## src/hw/mt_wrap_pkg.sv

```systemverilog
// Constants of the multiturn wrap block.
// Summary of operation
// - Selector 1 treats encoder as incremental
// - Selector 2 treats a non-incremental encoder as single-turn absolute
// - Selector 0 follows native encoder type
// - Absolute use retains position, host reads it
// - Divided pulses emitted once after each restart, power-up included, in absolute use
// - Wrap limit 0..65535, default 65535, restart-latched
// - Reverse from zero loads wrap limit
// - Forward at wrap limit clears to zero
// - Alarm while drive and encoder limits differ in absolute use
// - Alarm persists until encoder limit rewritten
// - Single-turn mode forces zero count, no backup alarms
// - Batteryless multiturn needs firmware 0023 or later
package mt_wrap_pkg;

   // Register byte offsets on the AXI4-Lite slave.
   localparam logic [7:0]  OFS_CTRL       = 8'h00;
   localparam logic [7:0]  OFS_USAGE      = 8'h04;
   localparam logic [7:0]  OFS_WRAP       = 8'h08;
   localparam logic [7:0]  OFS_ENC_WRAP   = 8'h0C;
   localparam logic [7:0]  OFS_STATUS     = 8'h10;
   localparam logic [7:0]  OFS_MTURN      = 8'h14;
   localparam logic [7:0]  OFS_SINGLE     = 8'h18;
   localparam logic [7:0]  OFS_FW_VER     = 8'h1C;

   // Control register bit positions.
   localparam int          CTRL_RESTART   = 0;
   localparam int          CTRL_ENC_WRITE = 1;

   // Encoder-usage selector digit values.
   localparam logic [1:0]  USAGE_NATIVE   = 2'h0;
   localparam logic [1:0]  USAGE_INCR     = 2'h1;
   localparam logic [1:0]  USAGE_SINGLE   = 2'h2;

   // Reset values and limits.
   localparam logic [15:0] WRAP_DEFAULT   = 16'hFFFF;
   localparam logic [15:0] FW_MIN_BATTLESS = 16'h0023;
   localparam logic [15:0] FW_VERSION     = 16'h0023;
   localparam logic [1:0]  RESP_OKAY      = 2'h0;
   localparam logic [1:0]  RESP_SLVERR    = 2'h2;

   // Divided pulse burst: pulse count sent once after a restart, and half-period.
   localparam logic [15:0] BURST_PULSES   = 16'h0004;
   localparam int          PULSE_HALF_NS  = 50;
   localparam int          CLK_PERIOD_NS  = 5;
   localparam logic [7:0]  PULSE_HALF_CYC = 8'(PULSE_HALF_NS / CLK_PERIOD_NS);

   // Native encoder type as reported by the attached encoder.
   typedef enum logic [1:0] {
      ENC_INCR,
      ENC_SINGLE,
      ENC_MULTI,
      ENC_MULTI_BATTLESS
   } enc_type_e;

   // Effective usage mode, latched at restart.
   typedef enum logic [1:0] {
      MODE_INCR,
      MODE_SINGLE,
      MODE_MULTI
   } mode_e;

endpackage

```

## src/hw/mt_turn_counter.sv

```systemverilog
// Multiturn revolution counter with configurable wrap limit.
`timescale 1ns/1ps
module mt_turn_counter
   import mt_wrap_pkg::*;
(
   input  wire logic        aclk,
   input  wire logic        aresetn,
   input  wire logic        load,
   input  wire logic [15:0] load_value,
   input  wire logic        force_zero,
   input  wire logic        wrap_en,
   input  wire logic [15:0] wrap_limit,
   input  wire logic        rev_fwd,
   input  wire logic        rev_rev,
   output logic      [15:0] count
);

   logic [15:0] count_r;    // Revolution count, unsigned.
   logic [15:0] count_nxt;  // Next count.

   // Custom limits wrap both ways.
   always_comb begin
      count_nxt = count_r;
      if (force_zero) begin
         count_nxt = 16'h0000;
      end else if (load) begin
         count_nxt = load_value;
      end else if (rev_fwd && !rev_rev) begin
         if (wrap_en && count_r == wrap_limit) begin
            count_nxt = 16'h0000;
         end else begin
            count_nxt = 16'(count_r + 16'h0001);
         end
      end else if (rev_rev && !rev_fwd) begin
         if (wrap_en && count_r == 16'h0000) begin
            count_nxt = wrap_limit;
         end else begin
            count_nxt = 16'(count_r - 16'h0001);
         end
      end
   end

   // State register.
   always_ff @(posedge aclk) begin
      if (!aresetn) begin
         count_r <= 16'h0000;
      end else begin
         count_r <= count_nxt;
      end
   end

   assign count = count_r;

endmodule

```

## src/hw/mt_pulse_burst.sv

```systemverilog
// One-shot divided quadrature burst.
`timescale 1ns/1ps
module mt_pulse_burst
   import mt_wrap_pkg::*;
(
   input  wire logic        aclk,
   input  wire logic        aresetn,
   input  wire logic        start,
   input  wire logic [15:0] pulses,
   output logic             phase_a,
   output logic             phase_b,
   output logic             phase_c,
   output logic             busy
);

   logic [15:0] left_r,  left_nxt;   // Quarter-steps remaining.
   logic [7:0]  tmr_r,   tmr_nxt;    // Half-period timer.
   logic [1:0]  step_r,  step_nxt;   // Quadrature step.
   logic        busy_r,  busy_nxt;   // Burst in progress.
   logic [2:0]  out_r,   out_nxt;    // Registered phase outputs.

   // Step the gray sequence 00,01,11,10 at each half-period timer expiry; C marks the pulse that starts with pulses/4 pulses left, the last of 4.
   always_comb begin
      left_nxt = left_r;
      tmr_nxt  = tmr_r;
      step_nxt = step_r;
      busy_nxt = busy_r;
      out_nxt  = out_r;
      if (!busy_r) begin
         out_nxt = 3'h0;
         if (start && pulses != 16'h0000) begin
            busy_nxt = 1'b1;
            left_nxt = {pulses[13:0], 2'b00};
            tmr_nxt  = PULSE_HALF_CYC;
            step_nxt = 2'h0;
         end
      end else if (tmr_r != 8'h00) begin
         tmr_nxt = 8'(tmr_r - 8'h01);
      end else begin
         tmr_nxt  = PULSE_HALF_CYC;
         step_nxt = 2'(step_r + 2'h1);
         left_nxt = 16'(left_r - 16'h0001);
         out_nxt  = {left_r[15:2] == {2'b00, pulses[13:2]} && pulses[1:0] == 2'b00
                     && step_r == 2'h0,
                     step_r[1], step_r[1] ^ step_r[0]};
         if (left_r == 16'h0001) begin
            busy_nxt = 1'b0;
         end
      end
   end

   // State registers.
   always_ff @(posedge aclk) begin
      if (!aresetn) begin
         left_r <= 16'h0000;
         tmr_r  <= 8'h00;
         step_r <= 2'h0;
         busy_r <= 1'b0;
         out_r  <= 3'h0;
      end else begin
         left_r <= left_nxt;
         tmr_r  <= tmr_nxt;
         step_r <= step_nxt;
         busy_r <= busy_nxt;
         out_r  <= out_nxt;
      end
   end

   assign phase_c = out_r[2];
   assign phase_a = out_r[1];
   assign phase_b = out_r[0];
   assign busy    = busy_r;

endmodule

```

## src/hw/multiturn_position_wrap.sv

```systemverilog
// Multiturn wrap top with AXI4-Lite slave.
`timescale 1ns/1ps
module multiturn_position_wrap
   import mt_wrap_pkg::*;
(
   input  wire logic        aclk,
   input  wire logic        aresetn,
   // AXI4-Lite slave.
   input  wire logic [7:0]  s_axi_awaddr,
   input  wire logic        s_axi_awvalid,
   output logic             s_axi_awready,
   input  wire logic [31:0] s_axi_wdata,
   input  wire logic [3:0]  s_axi_wstrb,
   input  wire logic        s_axi_wvalid,
   output logic             s_axi_wready,
   output logic [1:0]       s_axi_bresp,
   output logic             s_axi_bvalid,
   input  wire logic        s_axi_bready,
   input  wire logic [7:0]  s_axi_araddr,
   input  wire logic        s_axi_arvalid,
   output logic             s_axi_arready,
   output logic [31:0]      s_axi_rdata,
   output logic [1:0]       s_axi_rresp,
   output logic             s_axi_rvalid,
   input  wire logic        s_axi_rready,
   // Encoder side.
   input  wire logic [1:0]  enc_type,
   input  wire logic        enc_rev_fwd,
   input  wire logic        enc_rev_rev,
   input  wire logic [15:0] enc_turns,
   input  wire logic [15:0] enc_stored_limit,
   input  wire logic        enc_backup_fault,
   input  wire logic        enc_battery_low,
   output logic             enc_limit_write,
   output logic [15:0]      enc_limit_value,
   // Divided pulse outputs and alarm.
   output logic             divided_pulse_phase_a,
   output logic             divided_pulse_phase_b,
   output logic             divided_pulse_phase_c,
   output logic             wrap_limit_mismatch_alarm
);

   // Software-visible settings; they act at a restart, except the limit sent by an encoder write.
   logic [1:0]  encoder_usage_select_r, encoder_usage_select_nxt;  // Selector digit.
   logic [15:0] multiturn_wrap_limit_r, multiturn_wrap_limit_nxt;  // Stored limit.

   // Values latched at restart and used by the running logic.
   logic [15:0] act_limit_r, act_limit_nxt;     // Active wrap limit.
   mode_e       mode_r,      mode_nxt;          // Effective usage mode.
   logic        restart_r,   restart_nxt;       // One-cycle restart strobe.
   logic        init_r,      init_nxt;          // Power-up restart pending.
   logic        unsupp_r,    unsupp_nxt;        // Batteryless encoder unsupported.

   // Encoder limit write strobe toward the encoder.
   logic        enc_wr_r,    enc_wr_nxt;        // Write pulse.
   logic [15:0] enc_val_r,   enc_val_nxt;       // Value written.

   // Alarm and status outputs.
   logic        alarm_r,     alarm_nxt;         // Mismatch alarm.
   logic        bk_alm_r,    bk_alm_nxt;        // Backup alarm.
   logic        bt_alm_r,    bt_alm_nxt;        // Battery alarm.

   // AXI slave state.
   logic        aw_ok_r,  aw_ok_nxt; // Write address held.
   logic        w_ok_r,   w_ok_nxt; // Write data held.
   logic [7:0]  awaddr_r, awaddr_nxt; // Latched write address.
   logic [31:0] wdata_r,  wdata_nxt; // Latched write data.
   logic [3:0]  wstrb_r,  wstrb_nxt; // Latched strobes.
   logic        bvalid_r, bvalid_nxt; // Write response valid.
   logic [1:0]  bresp_r,  bresp_nxt; // Write response code.
   logic        rvalid_r, rvalid_nxt; // Read data valid.
   logic [31:0] rdata_r,  rdata_nxt; // Read data.
   logic [1:0]  rresp_r,  rresp_nxt; // Read response code.
   logic        arrdy_r,  arrdy_nxt; // Read address ready.

   // Internal wires.
   logic [15:0] mt_count; // Multiturn count.
   logic        burst_busy; // Pulse burst running.
   logic        pa, pb, pc; // Pulse generator phases.
   logic        do_write; // Write committed this cycle.
   logic        abs_used; // Absolute mode active.

   // Byte-lane merge of a 16-bit field.
   function automatic logic [15:0] merge16(input logic [15:0] old,
                                           input logic [31:0] d,
                                           input logic [3:0]  s);
      logic [15:0] r;
      r = old;
      if (s[0]) r[7:0]  = d[7:0];
      if (s[1]) r[15:8] = d[15:8];
      return r;
   endfunction

   // Aligned words up to the last register are mapped.
   function automatic logic is_mapped(input logic [7:0] a);
      return a <= OFS_FW_VER && a[1:0] == 2'h0;
   endfunction

   assign abs_used = (mode_r != MODE_INCR);
   assign do_write = aw_ok_r && w_ok_r && !bvalid_r;

   // Write channel: accept address and data in any order, answer after both.
   always_comb begin
      aw_ok_nxt  = aw_ok_r;
      w_ok_nxt   = w_ok_r;
      awaddr_nxt = awaddr_r;
      wdata_nxt  = wdata_r;
      wstrb_nxt  = wstrb_r;
      bvalid_nxt = bvalid_r;
      bresp_nxt  = bresp_r;
      if (s_axi_awvalid && !aw_ok_r) begin
         aw_ok_nxt  = 1'b1;
         awaddr_nxt = s_axi_awaddr;
      end
      if (s_axi_wvalid && !w_ok_r) begin
         w_ok_nxt  = 1'b1;
         wdata_nxt = s_axi_wdata;
         wstrb_nxt = s_axi_wstrb;
      end
      if (do_write) begin
         bvalid_nxt = 1'b1;
         bresp_nxt  = is_mapped(awaddr_r) ? RESP_OKAY : RESP_SLVERR;
      end
      if (bvalid_r && s_axi_bready) begin
         bvalid_nxt = 1'b0;
         aw_ok_nxt  = 1'b0;
         w_ok_nxt   = 1'b0;
      end
   end

   // Read channel: one read at a time, answered the cycle after acceptance.
   always_comb begin
      arrdy_nxt  = !rvalid_r && !(s_axi_arvalid && arrdy_r);
      rvalid_nxt = rvalid_r;
      rdata_nxt  = rdata_r;
      rresp_nxt  = rresp_r;
      if (s_axi_arvalid && arrdy_r) begin
         rvalid_nxt = 1'b1;
         rresp_nxt  = is_mapped(s_axi_araddr) ? RESP_OKAY : RESP_SLVERR;
         unique case (s_axi_araddr)
            OFS_USAGE:    rdata_nxt = {30'h0, encoder_usage_select_r};
            OFS_WRAP:     rdata_nxt = {16'h0, multiturn_wrap_limit_r};
            OFS_ENC_WRAP: rdata_nxt = {16'h0, enc_stored_limit};
            OFS_STATUS:   rdata_nxt = {25'h0, unsupp_r, bt_alm_r, bk_alm_r,
                                       mode_r == MODE_MULTI && enc_type == ENC_MULTI,
                                       mode_r == MODE_MULTI, abs_used, alarm_r};
            OFS_MTURN:    rdata_nxt = {16'h0, mt_count};
            OFS_SINGLE:   rdata_nxt = {16'h0, act_limit_r};
            OFS_FW_VER:   rdata_nxt = {16'h0, FW_VERSION};
            default:      rdata_nxt = 32'h0000_0000;
         endcase
      end else if (rvalid_r && s_axi_rready) begin
         rvalid_nxt = 1'b0;
      end
   end

   // Settings, restart handling and encoder write strobe.
   always_comb begin
      encoder_usage_select_nxt = encoder_usage_select_r;
      multiturn_wrap_limit_nxt = multiturn_wrap_limit_r;
      restart_nxt = init_r;
      init_nxt    = 1'b0;
      enc_wr_nxt  = 1'b0;
      enc_val_nxt = enc_val_r;
      if (do_write) begin
         unique case (awaddr_r)
            OFS_USAGE: begin
               if (wstrb_r[0]) encoder_usage_select_nxt = wdata_r[1:0];
            end
            OFS_WRAP: begin
               // Full 16-bit range is legal, so no clamp is needed.
               multiturn_wrap_limit_nxt = merge16(multiturn_wrap_limit_r, wdata_r,
                                                  wstrb_r);
            end
            OFS_CTRL: begin
               if (wstrb_r[0] && wdata_r[CTRL_RESTART]) restart_nxt = 1'b1;
               if (wstrb_r[0] && wdata_r[CTRL_ENC_WRITE]) begin
                  enc_wr_nxt  = 1'b1;
                  enc_val_nxt = multiturn_wrap_limit_r;
               end
            end
            default: begin
            end
         endcase
      end
   end

   // Latch mode and limit at restart.
   always_comb begin
      mode_nxt      = mode_r;
      act_limit_nxt = act_limit_r;
      unsupp_nxt    = unsupp_r;
      if (restart_r) begin
         act_limit_nxt = multiturn_wrap_limit_r;
         unsupp_nxt    = 1'b0;
         unique case (encoder_usage_select_r)
            USAGE_INCR:   mode_nxt = MODE_INCR;
            USAGE_SINGLE: mode_nxt = (enc_type == ENC_INCR) ? MODE_INCR : MODE_SINGLE;
            default: begin
               // Native type decides; multiturn with battery follows it.
               unique case (enc_type)
                  ENC_INCR:   mode_nxt = MODE_INCR;
                  ENC_SINGLE: mode_nxt = MODE_SINGLE;
                  ENC_MULTI:  mode_nxt = MODE_MULTI;
                  default: begin
                     // Older firmware cannot run a batteryless multiturn encoder.
                     if (FW_VERSION >= FW_MIN_BATTLESS) begin
                        mode_nxt = MODE_MULTI;
                     end else begin
                        mode_nxt   = MODE_SINGLE;
                        unsupp_nxt = 1'b1;
                     end
                  end
               endcase
            end
         endcase
      end
   end

   // Live compare: the alarm stays until the encoder agrees.
   always_comb begin
      alarm_nxt  = abs_used && (act_limit_r != enc_stored_limit);
      bk_alm_nxt = (mode_r == MODE_MULTI) && enc_backup_fault;
      bt_alm_nxt = (mode_r == MODE_MULTI) && enc_type == ENC_MULTI
                   && enc_battery_low;
   end

   // Registers of the top level.
   always_ff @(posedge aclk) begin
      if (!aresetn) begin
         encoder_usage_select_r <= USAGE_NATIVE;
         multiturn_wrap_limit_r <= WRAP_DEFAULT;
         act_limit_r <= WRAP_DEFAULT;
         mode_r      <= MODE_INCR;
         restart_r   <= 1'b0;
         init_r      <= 1'b1;
         unsupp_r    <= 1'b0;
         enc_wr_r    <= 1'b0;
         enc_val_r   <= 16'h0000;
         alarm_r     <= 1'b0;
         bk_alm_r    <= 1'b0;
         bt_alm_r    <= 1'b0;
         aw_ok_r     <= 1'b0;
         w_ok_r      <= 1'b0;
         awaddr_r    <= 8'h00;
         wdata_r     <= 32'h0000_0000;
         wstrb_r     <= 4'h0;
         bvalid_r    <= 1'b0;
         bresp_r     <= RESP_OKAY;
         rvalid_r    <= 1'b0;
         rdata_r     <= 32'h0000_0000;
         rresp_r     <= RESP_OKAY;
         arrdy_r     <= 1'b0;
      end else begin
         encoder_usage_select_r <= encoder_usage_select_nxt;
         multiturn_wrap_limit_r <= multiturn_wrap_limit_nxt;
         act_limit_r <= act_limit_nxt;
         mode_r      <= mode_nxt;
         restart_r   <= restart_nxt;
         init_r      <= init_nxt;
         unsupp_r    <= unsupp_nxt;
         enc_wr_r    <= enc_wr_nxt;
         enc_val_r   <= enc_val_nxt;
         alarm_r     <= alarm_nxt;
         bk_alm_r    <= bk_alm_nxt;
         bt_alm_r    <= bt_alm_nxt;
         aw_ok_r     <= aw_ok_nxt;
         w_ok_r      <= w_ok_nxt;
         awaddr_r    <= awaddr_nxt;
         wdata_r     <= wdata_nxt;
         wstrb_r     <= wstrb_nxt;
         bvalid_r    <= bvalid_nxt;
         bresp_r     <= bresp_nxt;
         rvalid_r    <= rvalid_nxt;
         rdata_r     <= rdata_nxt;
         rresp_r     <= rresp_nxt;
         arrdy_r     <= arrdy_nxt;
      end
   end

   // Count revolutions; the wrap only applies with a non-default limit.
   mt_turn_counter u_counter (
      .aclk       (aclk),
      .aresetn    (aresetn),
      .load       (restart_r && mode_nxt == MODE_MULTI),
      .load_value (enc_turns),
      .force_zero (mode_r != MODE_MULTI && !restart_r),
      .wrap_en    (act_limit_r != WRAP_DEFAULT),
      .wrap_limit (act_limit_r),
      .rev_fwd    (enc_rev_fwd),
      .rev_rev    (enc_rev_rev),
      .count      (mt_count)
   );

   // One burst per restart in absolute mode.
   mt_pulse_burst u_burst (
      .aclk    (aclk),
      .aresetn (aresetn),
      .start   (restart_r && enc_type != ENC_INCR && encoder_usage_select_r != USAGE_INCR),
      .pulses  (BURST_PULSES),
      .phase_a (pa),
      .phase_b (pb),
      .phase_c (pc),
      .busy    (burst_busy)
   );

   // Output stage, so outputs come from flops.
   logic [2:0] pulse_r; // Output stage.
   always_ff @(posedge aclk) begin
      if (!aresetn) begin
         pulse_r <= 3'h0;
      end else begin
         pulse_r <= burst_busy ? {pc, pb, pa} : 3'h0;
      end
   end

   assign divided_pulse_phase_a     = pulse_r[0];
   assign divided_pulse_phase_b     = pulse_r[1];
   assign divided_pulse_phase_c     = pulse_r[2];
   assign wrap_limit_mismatch_alarm = alarm_r;
   assign enc_limit_write = enc_wr_r;
   assign enc_limit_value = enc_val_r;
   assign s_axi_awready   = !aw_ok_r;
   assign s_axi_wready    = !w_ok_r;
   assign s_axi_bvalid    = bvalid_r;
   assign s_axi_bresp     = bresp_r;
   assign s_axi_arready   = arrdy_r;
   assign s_axi_rvalid    = rvalid_r;
   assign s_axi_rdata     = rdata_r;
   assign s_axi_rresp     = rresp_r;

endmodule

```

## config.mk

```make
export PLATFORM = sky130hd
export DESIGN_NAME = multiturn_position_wrap
export DESIGN_NICKNAME = d
export VERILOG_FILES = /design/src/hw/mt_wrap_pkg.sv /design/src/hw/mt_turn_counter.sv /design/src/hw/mt_pulse_burst.sv /design/src/hw/multiturn_position_wrap.sv
export SDC_FILE = /design/constraint.sdc
export NUM_CORES = 1
export LEC_CHECK = 0
export ABC_CLOCK_PERIOD_IN_PS = 2100
export BUFFER_PORTS_ARGS = -buffer_cell sky130_fd_sc_hd__buf_4
export CORE_UTILIZATION = 35
export DETAILED_ROUTE_END_ITERATION = 16
export SKIP_LAST_GASP = 1
export SYNTH_ARGS = -nofsm -noshare
export SYNTH_HDL_FRONTEND = slang
export SYNTH_SLANG_ARGS = --single-unit
```

## constraint.sdc

```tcl
create_clock -name aclk -period 2.1 [get_ports aclk]
set_input_delay 0.21 -clock aclk [delete_from_list [all_inputs] [get_ports aclk]]
set_output_delay 0.21 -clock aclk [all_outputs]
set_load 0.02 [all_outputs]
```

======== After elaboration in Yosys (flattened, before gate mapping) ========
Index checks and enable logic that the tools add are counted.
cells by class
  shift operators ......................... 0
  reductions and logical operators ........ 54
  $lt $le $gt $ge ......................... 2
  muxes and demuxes ....................... 32
  multipliers ............................. 0
  bitwise operators ....................... 2
  eq/ne operators ......................... 23
  div/mod/pow operators ................... 0
  add/subtract/negate cells ............... 5
operator list
  operator                                                                          number
  16-bit 2-to-1 mux                                                                 8
  16-bit one-hot mux with 7 select lines                                            1
  8-bit by 5-bit equality test with 1-bit output, second input constant             4
  16-bit by 1-bit subtractor with 16-bit output, second input constant              2
  1-bit logical AND                                                                 25
  8-bit by 4-bit equality test with 1-bit output, second input constant             3
  8-bit 2-to-1 mux                                                                  3
  16-bit by 1-bit adder with 16-bit output, second input constant                   1
  16-bit by 1-bit equality test with 1-bit output, second input constant            1
  16-bit equality test                                                              1
  8-bit by 3-bit equality test with 1-bit output, second input constant             2
  8-bit by 5-bit less-or-equal comparator with 1-bit output, second input constant  2
  16-bit logical NOT                                                                1
  16-bit inequality test                                                            1
  16-bit inequality test, second input constant                                     1
  3-bit AND reduction                                                               5
  14-bit by 1-bit equality test with 1-bit output, second input constant            1
  1-bit 2-to-1 mux                                                                  12
  2-bit 2-to-1 mux                                                                  6
  2-bit equality test, second input constant                                        4
  1-bit logical NOT                                                                 8
  2-bit logical NOT                                                                 4
  8-bit logical NOT                                                                 1
  2-bit one-hot mux with 2 select lines                                             2
  12 further kinds                                                                  19
word-level totals
  memories ................................ 0
  logic and storage cells ................. 148
  bits in writable memories ............... 0
  bits in latches ......................... 0
  flip-flop bits (word level) ............. 174
  input bits .............................. 97
  ROM bits ................................ 0
  output and inout port bits .............. 62

======== Longest topological paths before layout ========
  depth after elaboration ................. 7
  depth in mapped cells ................... 9
  gate-level depth less buffers ........... 8

======== Cells and area by module ========
From an unflattened synthesis, not the netlist that was laid out.
second synthesis, totals
  cell total of the unflattened synthesis .. 1027
  area, all modules ....................... 8807.2 µm²
modules (own cells, without submodules)
  module                   sequential area each (µm²)  area each (µm²)  cells each  instances
  multiturn_position_wrap  2202.1                      4888.4           517         1
  mt_pulse_burst           600.6                       1978.1           253         1
  mt_turn_counter          320.3                       1940.6           257         1

======== Worst setup path after synthesis ========
OpenSTA, ideal clock, no wires.
  path kind ............................... register -> register
  from .................................... reg u_counter.count_r[0] (netlist: u_counter.count[0])
  to ...................................... reg u_counter.count_r[6] (netlist: u_counter.count[6])
  stages on the path, launching flop included .. 10
  required time ........................... 1.974 ns
  library setup time ...................... 0.126 ns
  arrival time ............................ 2.166 ns
  setup slack ............................. -0.192 ns
  buffers on the path ..................... 3
  path through ............................ dfxtp_1 > clkbuf_1 > inv_1 > ha_1 > or4b_1 > or4_4 > buf_6 > buf_2 > o2111ai_1 > nand3_1
between the ends
  word-level cells in the longest chain between the ends .. 6
  elaborated cells between the ends (all ways) .. 11
ends and longest elaborated chain
  what                                                                                   RTL line               text
  from (decl)                                                                            mt_turn_counter.sv:18  logic [15:0] count_r;
  from (signal assigned)                                                                 mt_turn_counter.sv:48  count_r <= count_nxt;
  branches (longest 4 deep; another with 16-bit by 1-bit subtractor with 16-bit output)  -
  16-bit 2-to-1 mux (*)                                                                  mt_turn_counter.sv:28  end else if (rev_fwd && !rev_rev) begin
  16-bit 2-to-1 mux (*)                                                                  mt_turn_counter.sv:26  end else if (load) begin
Every way passes the cells marked *. The select of a mux whose other input is x is not followed.
A chain may end at the register's enable or synchronous reset.

======== Final worst setup path ========
  from .................................... reg u_counter.count_r[0] (netlist: u_counter.count[0])
  to ...................................... reg u_counter.count_r[1] (netlist: u_counter.count[1])
The elaborated chain is that of the path after synthesis.

==> run metrics <==
status finished, violations left; failing checks negative setup slack; gate count of the mapped netlist 958; post-placement cell area 9625 um^2; post-route cell area 10400 um^2; Initial Util 36.11%; die width 153.0 um; final setup margin -0.09729 ns; Top delay family on crit path simple AND/OR/NAND/NOR gates; Critical Path End Type register; commonest non-fill, non-tap cell in the layout buf_4; Remaining DRCs 0; NetSw 2216 uW; vias in the first global route 7070; Data arrival, critical path 2.54 ns; clock power share 40.4%; total gr overflow 0; CP required 2.44 ns; Detailed Route Iter0 Violations 531; gpl congestion 0.8851; CORE AREA 22090 um^2; final hold violation count 0; commonest cells after routing, fill and taps aside buf_4, dfxtp_1, nand2_1; Power per Cell Area 744.4 nW/um^2; ANT nets after route 0; routed vias/inst 5.218; Startpoint Class register; Post-synth EDFFs 0; CTS tree yes; Clock Skew 0.01712 ns; Detailed Place HPWL 17720 um; Yosys warnings 0; Pwr Total 7738 uW; asr flop ratio synth 0%; CTS H-tree depth 4; ys flop type dfxtp_1; Antenna Cells 0; sequential cell area fraction in the yosys report 39.15%; Critical Path, Cell by Cell inv_6, ha_4, or4b_4, or4_4, buf_4, a211o_1, a311oi_1; Final nets 1230; clk buf depth 2; CP Max Fanout 4; post-route setup TNS -0.8286 ns; DR WL/cell 16.66 um; largest net degree at the start of global routing 70; Final Cycle Share 104.6%; antenna violations before repair 0; Crit Path Class register to register; area grow syn2layout 30.30%; Buf/Inv on CP 2; sw frac 28.64%; clock root cell clkbuf_16; VDD IR max 0.7567 mV; library cells used by synthesis 65; Pleak 0.004430 uW; slowest stage delay, CP 0.48 ns; Int Pwr 5522 uW; post-synthesis register bit count 156; Fillers 2117; Total GRT Usage 20.05%; first-pass GRT wire length 36830 um; final wirelength 23590 um; layout cell share with drive strength beyond 1 25.88%; Flop pwr share 41.1%; Max Clk Rate 455.1 MHz; worst slew pin tran 0.7698 ns; Die Ht 153.0 um; RSZ-0062 raised after global routing yes; syn_area_per_cell 8.327 um^2; DRT Pass-1 Iters 6; row count 54; worst-skew pair later-pin latency 0.43 ns; Hold WC Path Type input pin to register; Max Slew Vio Count 0; Slowest cell on crit path or4_4; TritonCTS buffer count 17; setup violators final 16; MaxCap Viol Count 0; via count 7388; post-route minimum period 2.197 ns; Setup WS pre-CTS -0.07051 ns; mapped cell area 7978 um^2; IO Count 159; Die ar. 23400 um^2; clk sinks 156; Slew headroom 48.55%; combinational share of power 18.5%; CTS clk-pin slew, worst paths 0.08 ns; IO buf count 122
-- kinds of logic (layout without fill, tap and decap cells) --
family | after synthesis | count (layout) | synth area share (%)
flip-flops | 156 | 156 | 39.15
adder cells (fa/ha/maj) | 10 | 10 | 1.568
other | 1 | 18 | 0.04701
AO/OA/AOI/OAI | 189 | 189 | 14.92
multiplexers | 61 | 61 | 7.654
buffers and inverters | 115 | 276 | 6.634
AND/OR/NAND/NOR | 360 | 360 | 22.79
XOR/XNOR | 66 | 66 | 7.246
-- path summary, 6_finish.rpt --
kind                                                 startpoint                              end  slack (ns)  cells after the start
worst max-delay path            u_counter.count[0]$_SDFFE_PP0P_  u_counter.count[1]$_SDFFE_PP0P_        -0.1                      7
worst min-delay path                            s_axi_awaddr[5]         awaddr_r[5]$_SDFFE_PN0P_        0.02                      3
worst max register to register  u_counter.count[0]$_SDFFE_PP0P_  u_counter.count[1]$_SDFFE_PP0P_        -0.1                      7
worst min register to register        s_axi_rvalid$_SDFFE_PN0P_         s_axi_arready$_SDFF_PN0_        0.44                      1
-- synthesized netlist by cell type (all sizes together), types with 6 or more instances --
cell type | instances | area [um^2]
o211ai | 28 | 210.2
inv | 18 | 67.56
nand4 | 19 | 118.9
a21oi | 87 | 435.4
nor3 | 20 | 105.1
and3 | 11 | 68.82
nand3b | 14 | 105.1
nand2 | 128 | 480.5
a22oi | 7 | 52.55
nor3b | 7 | 52.55
a21o | 13 | 105.1
buf | 36 | 232.7
nand2b | 6 | 37.54
mux2i | 61 | 610.6
clkbuf | 60 | 225.2
dfxtp | 156 | 3123
or3 | 13 | 91.34
nand3 | 21 | 110.1
a222oi | 7 | 70.07
nor4 | 11 | 83.83
o21ai | 14 | 70.07
a31oi | 13 | 81.33
xnor2 | 35 | 306.5
nor2 | 78 | 292.8
nor2b | 10 | 62.56
ha | 10 | 125.1
xor2 | 31 | 271.5
-- sequential cells by signal, summed over array words and instances, names as in the netlist, 2 cells and up --
| signal | cells |
|---|---|
| pulse_r | 3 |
| enc_limit_value | 16 |
| encoder_usage_select_r | 2 |
| u_burst.step_r | 2 |
| s_axi_rdata | 16 |
| awaddr_r | 8 |
| u_burst.tmr_r | 8 |
| wdata_r | 16 |
| wstrb_r | 2 |
| u_counter.count | 16 |
| u_burst.left_r | 16 |
| multiturn_wrap_limit_r | 16 |
| act_limit_r | 16 |
| u_burst.out_r | 3 |
| mode_r | 2 |
-- layer usage --
layer	GRT usage [%]	share of wire, %	vias to the layer above
li1	-	-	3658
met4	8.321	3.1	0
met3	3.856	5.4	39
met5	0	0	-
met2	33.03	48	262
met1	25.64	44	3429
-- power by group through the flow --
stage               Clock, uW  Sequential (uW)  Combinational [uW]
global placement            0             3240                1360
CTS                      3180             3180                1390
finish                   3120             3180                1430
detailed placement          0             3240                1370
global route             3320             3200                1580
floorplan                   0             3220                 919
-- area by class of cell --
cell class                      count  area [um^2]  area share, %
Clock buffer                       19        452.9          4.357
Clock inverter                     13        147.6          1.420
Inverter                           19        78.83         0.7583
Multi-Input combinational cell    704         4497          43.26
Sequential cell                   156         3126          30.07
Tap cell                          280        350.3          3.370
Timing Repair Buffer              225         1743          16.77
-- per-stage QoR --
step	cells	utilization [%]	hold slack, ns
after detailed placement	1374	43.57	0.4278
after global routing	1416	47.05	0.003495
after floorplan	975	-	0.3202
after CTS	1412	46.56	0.002491
after global placement	1374	43.57	0.4180
final	1416	47.05	0.01753
-- worst register-to-register path, cell delays in order (launching register included) --
cell,delay [ns]
dfxtp_2,0.34
inv_6,0.06
ha_4,0.12
or4b_4,0.46
or4_4,0.48
buf_4,0.17
a211o_1,0.28
a311oi_1,0.20
-- repair_timing --
item / in CTS / in global routing
pin swaps: 1 / 8
endpoints found under the hold margin: 2 / 0
buffers inserted: 4 / 3
gates resized for setup: 2 / 20
hold buffers: 2 / 0
gates cloned: 0 / 1
setup endpoints to repair: 7 / 44
Power figures use the tool's default switching activity.
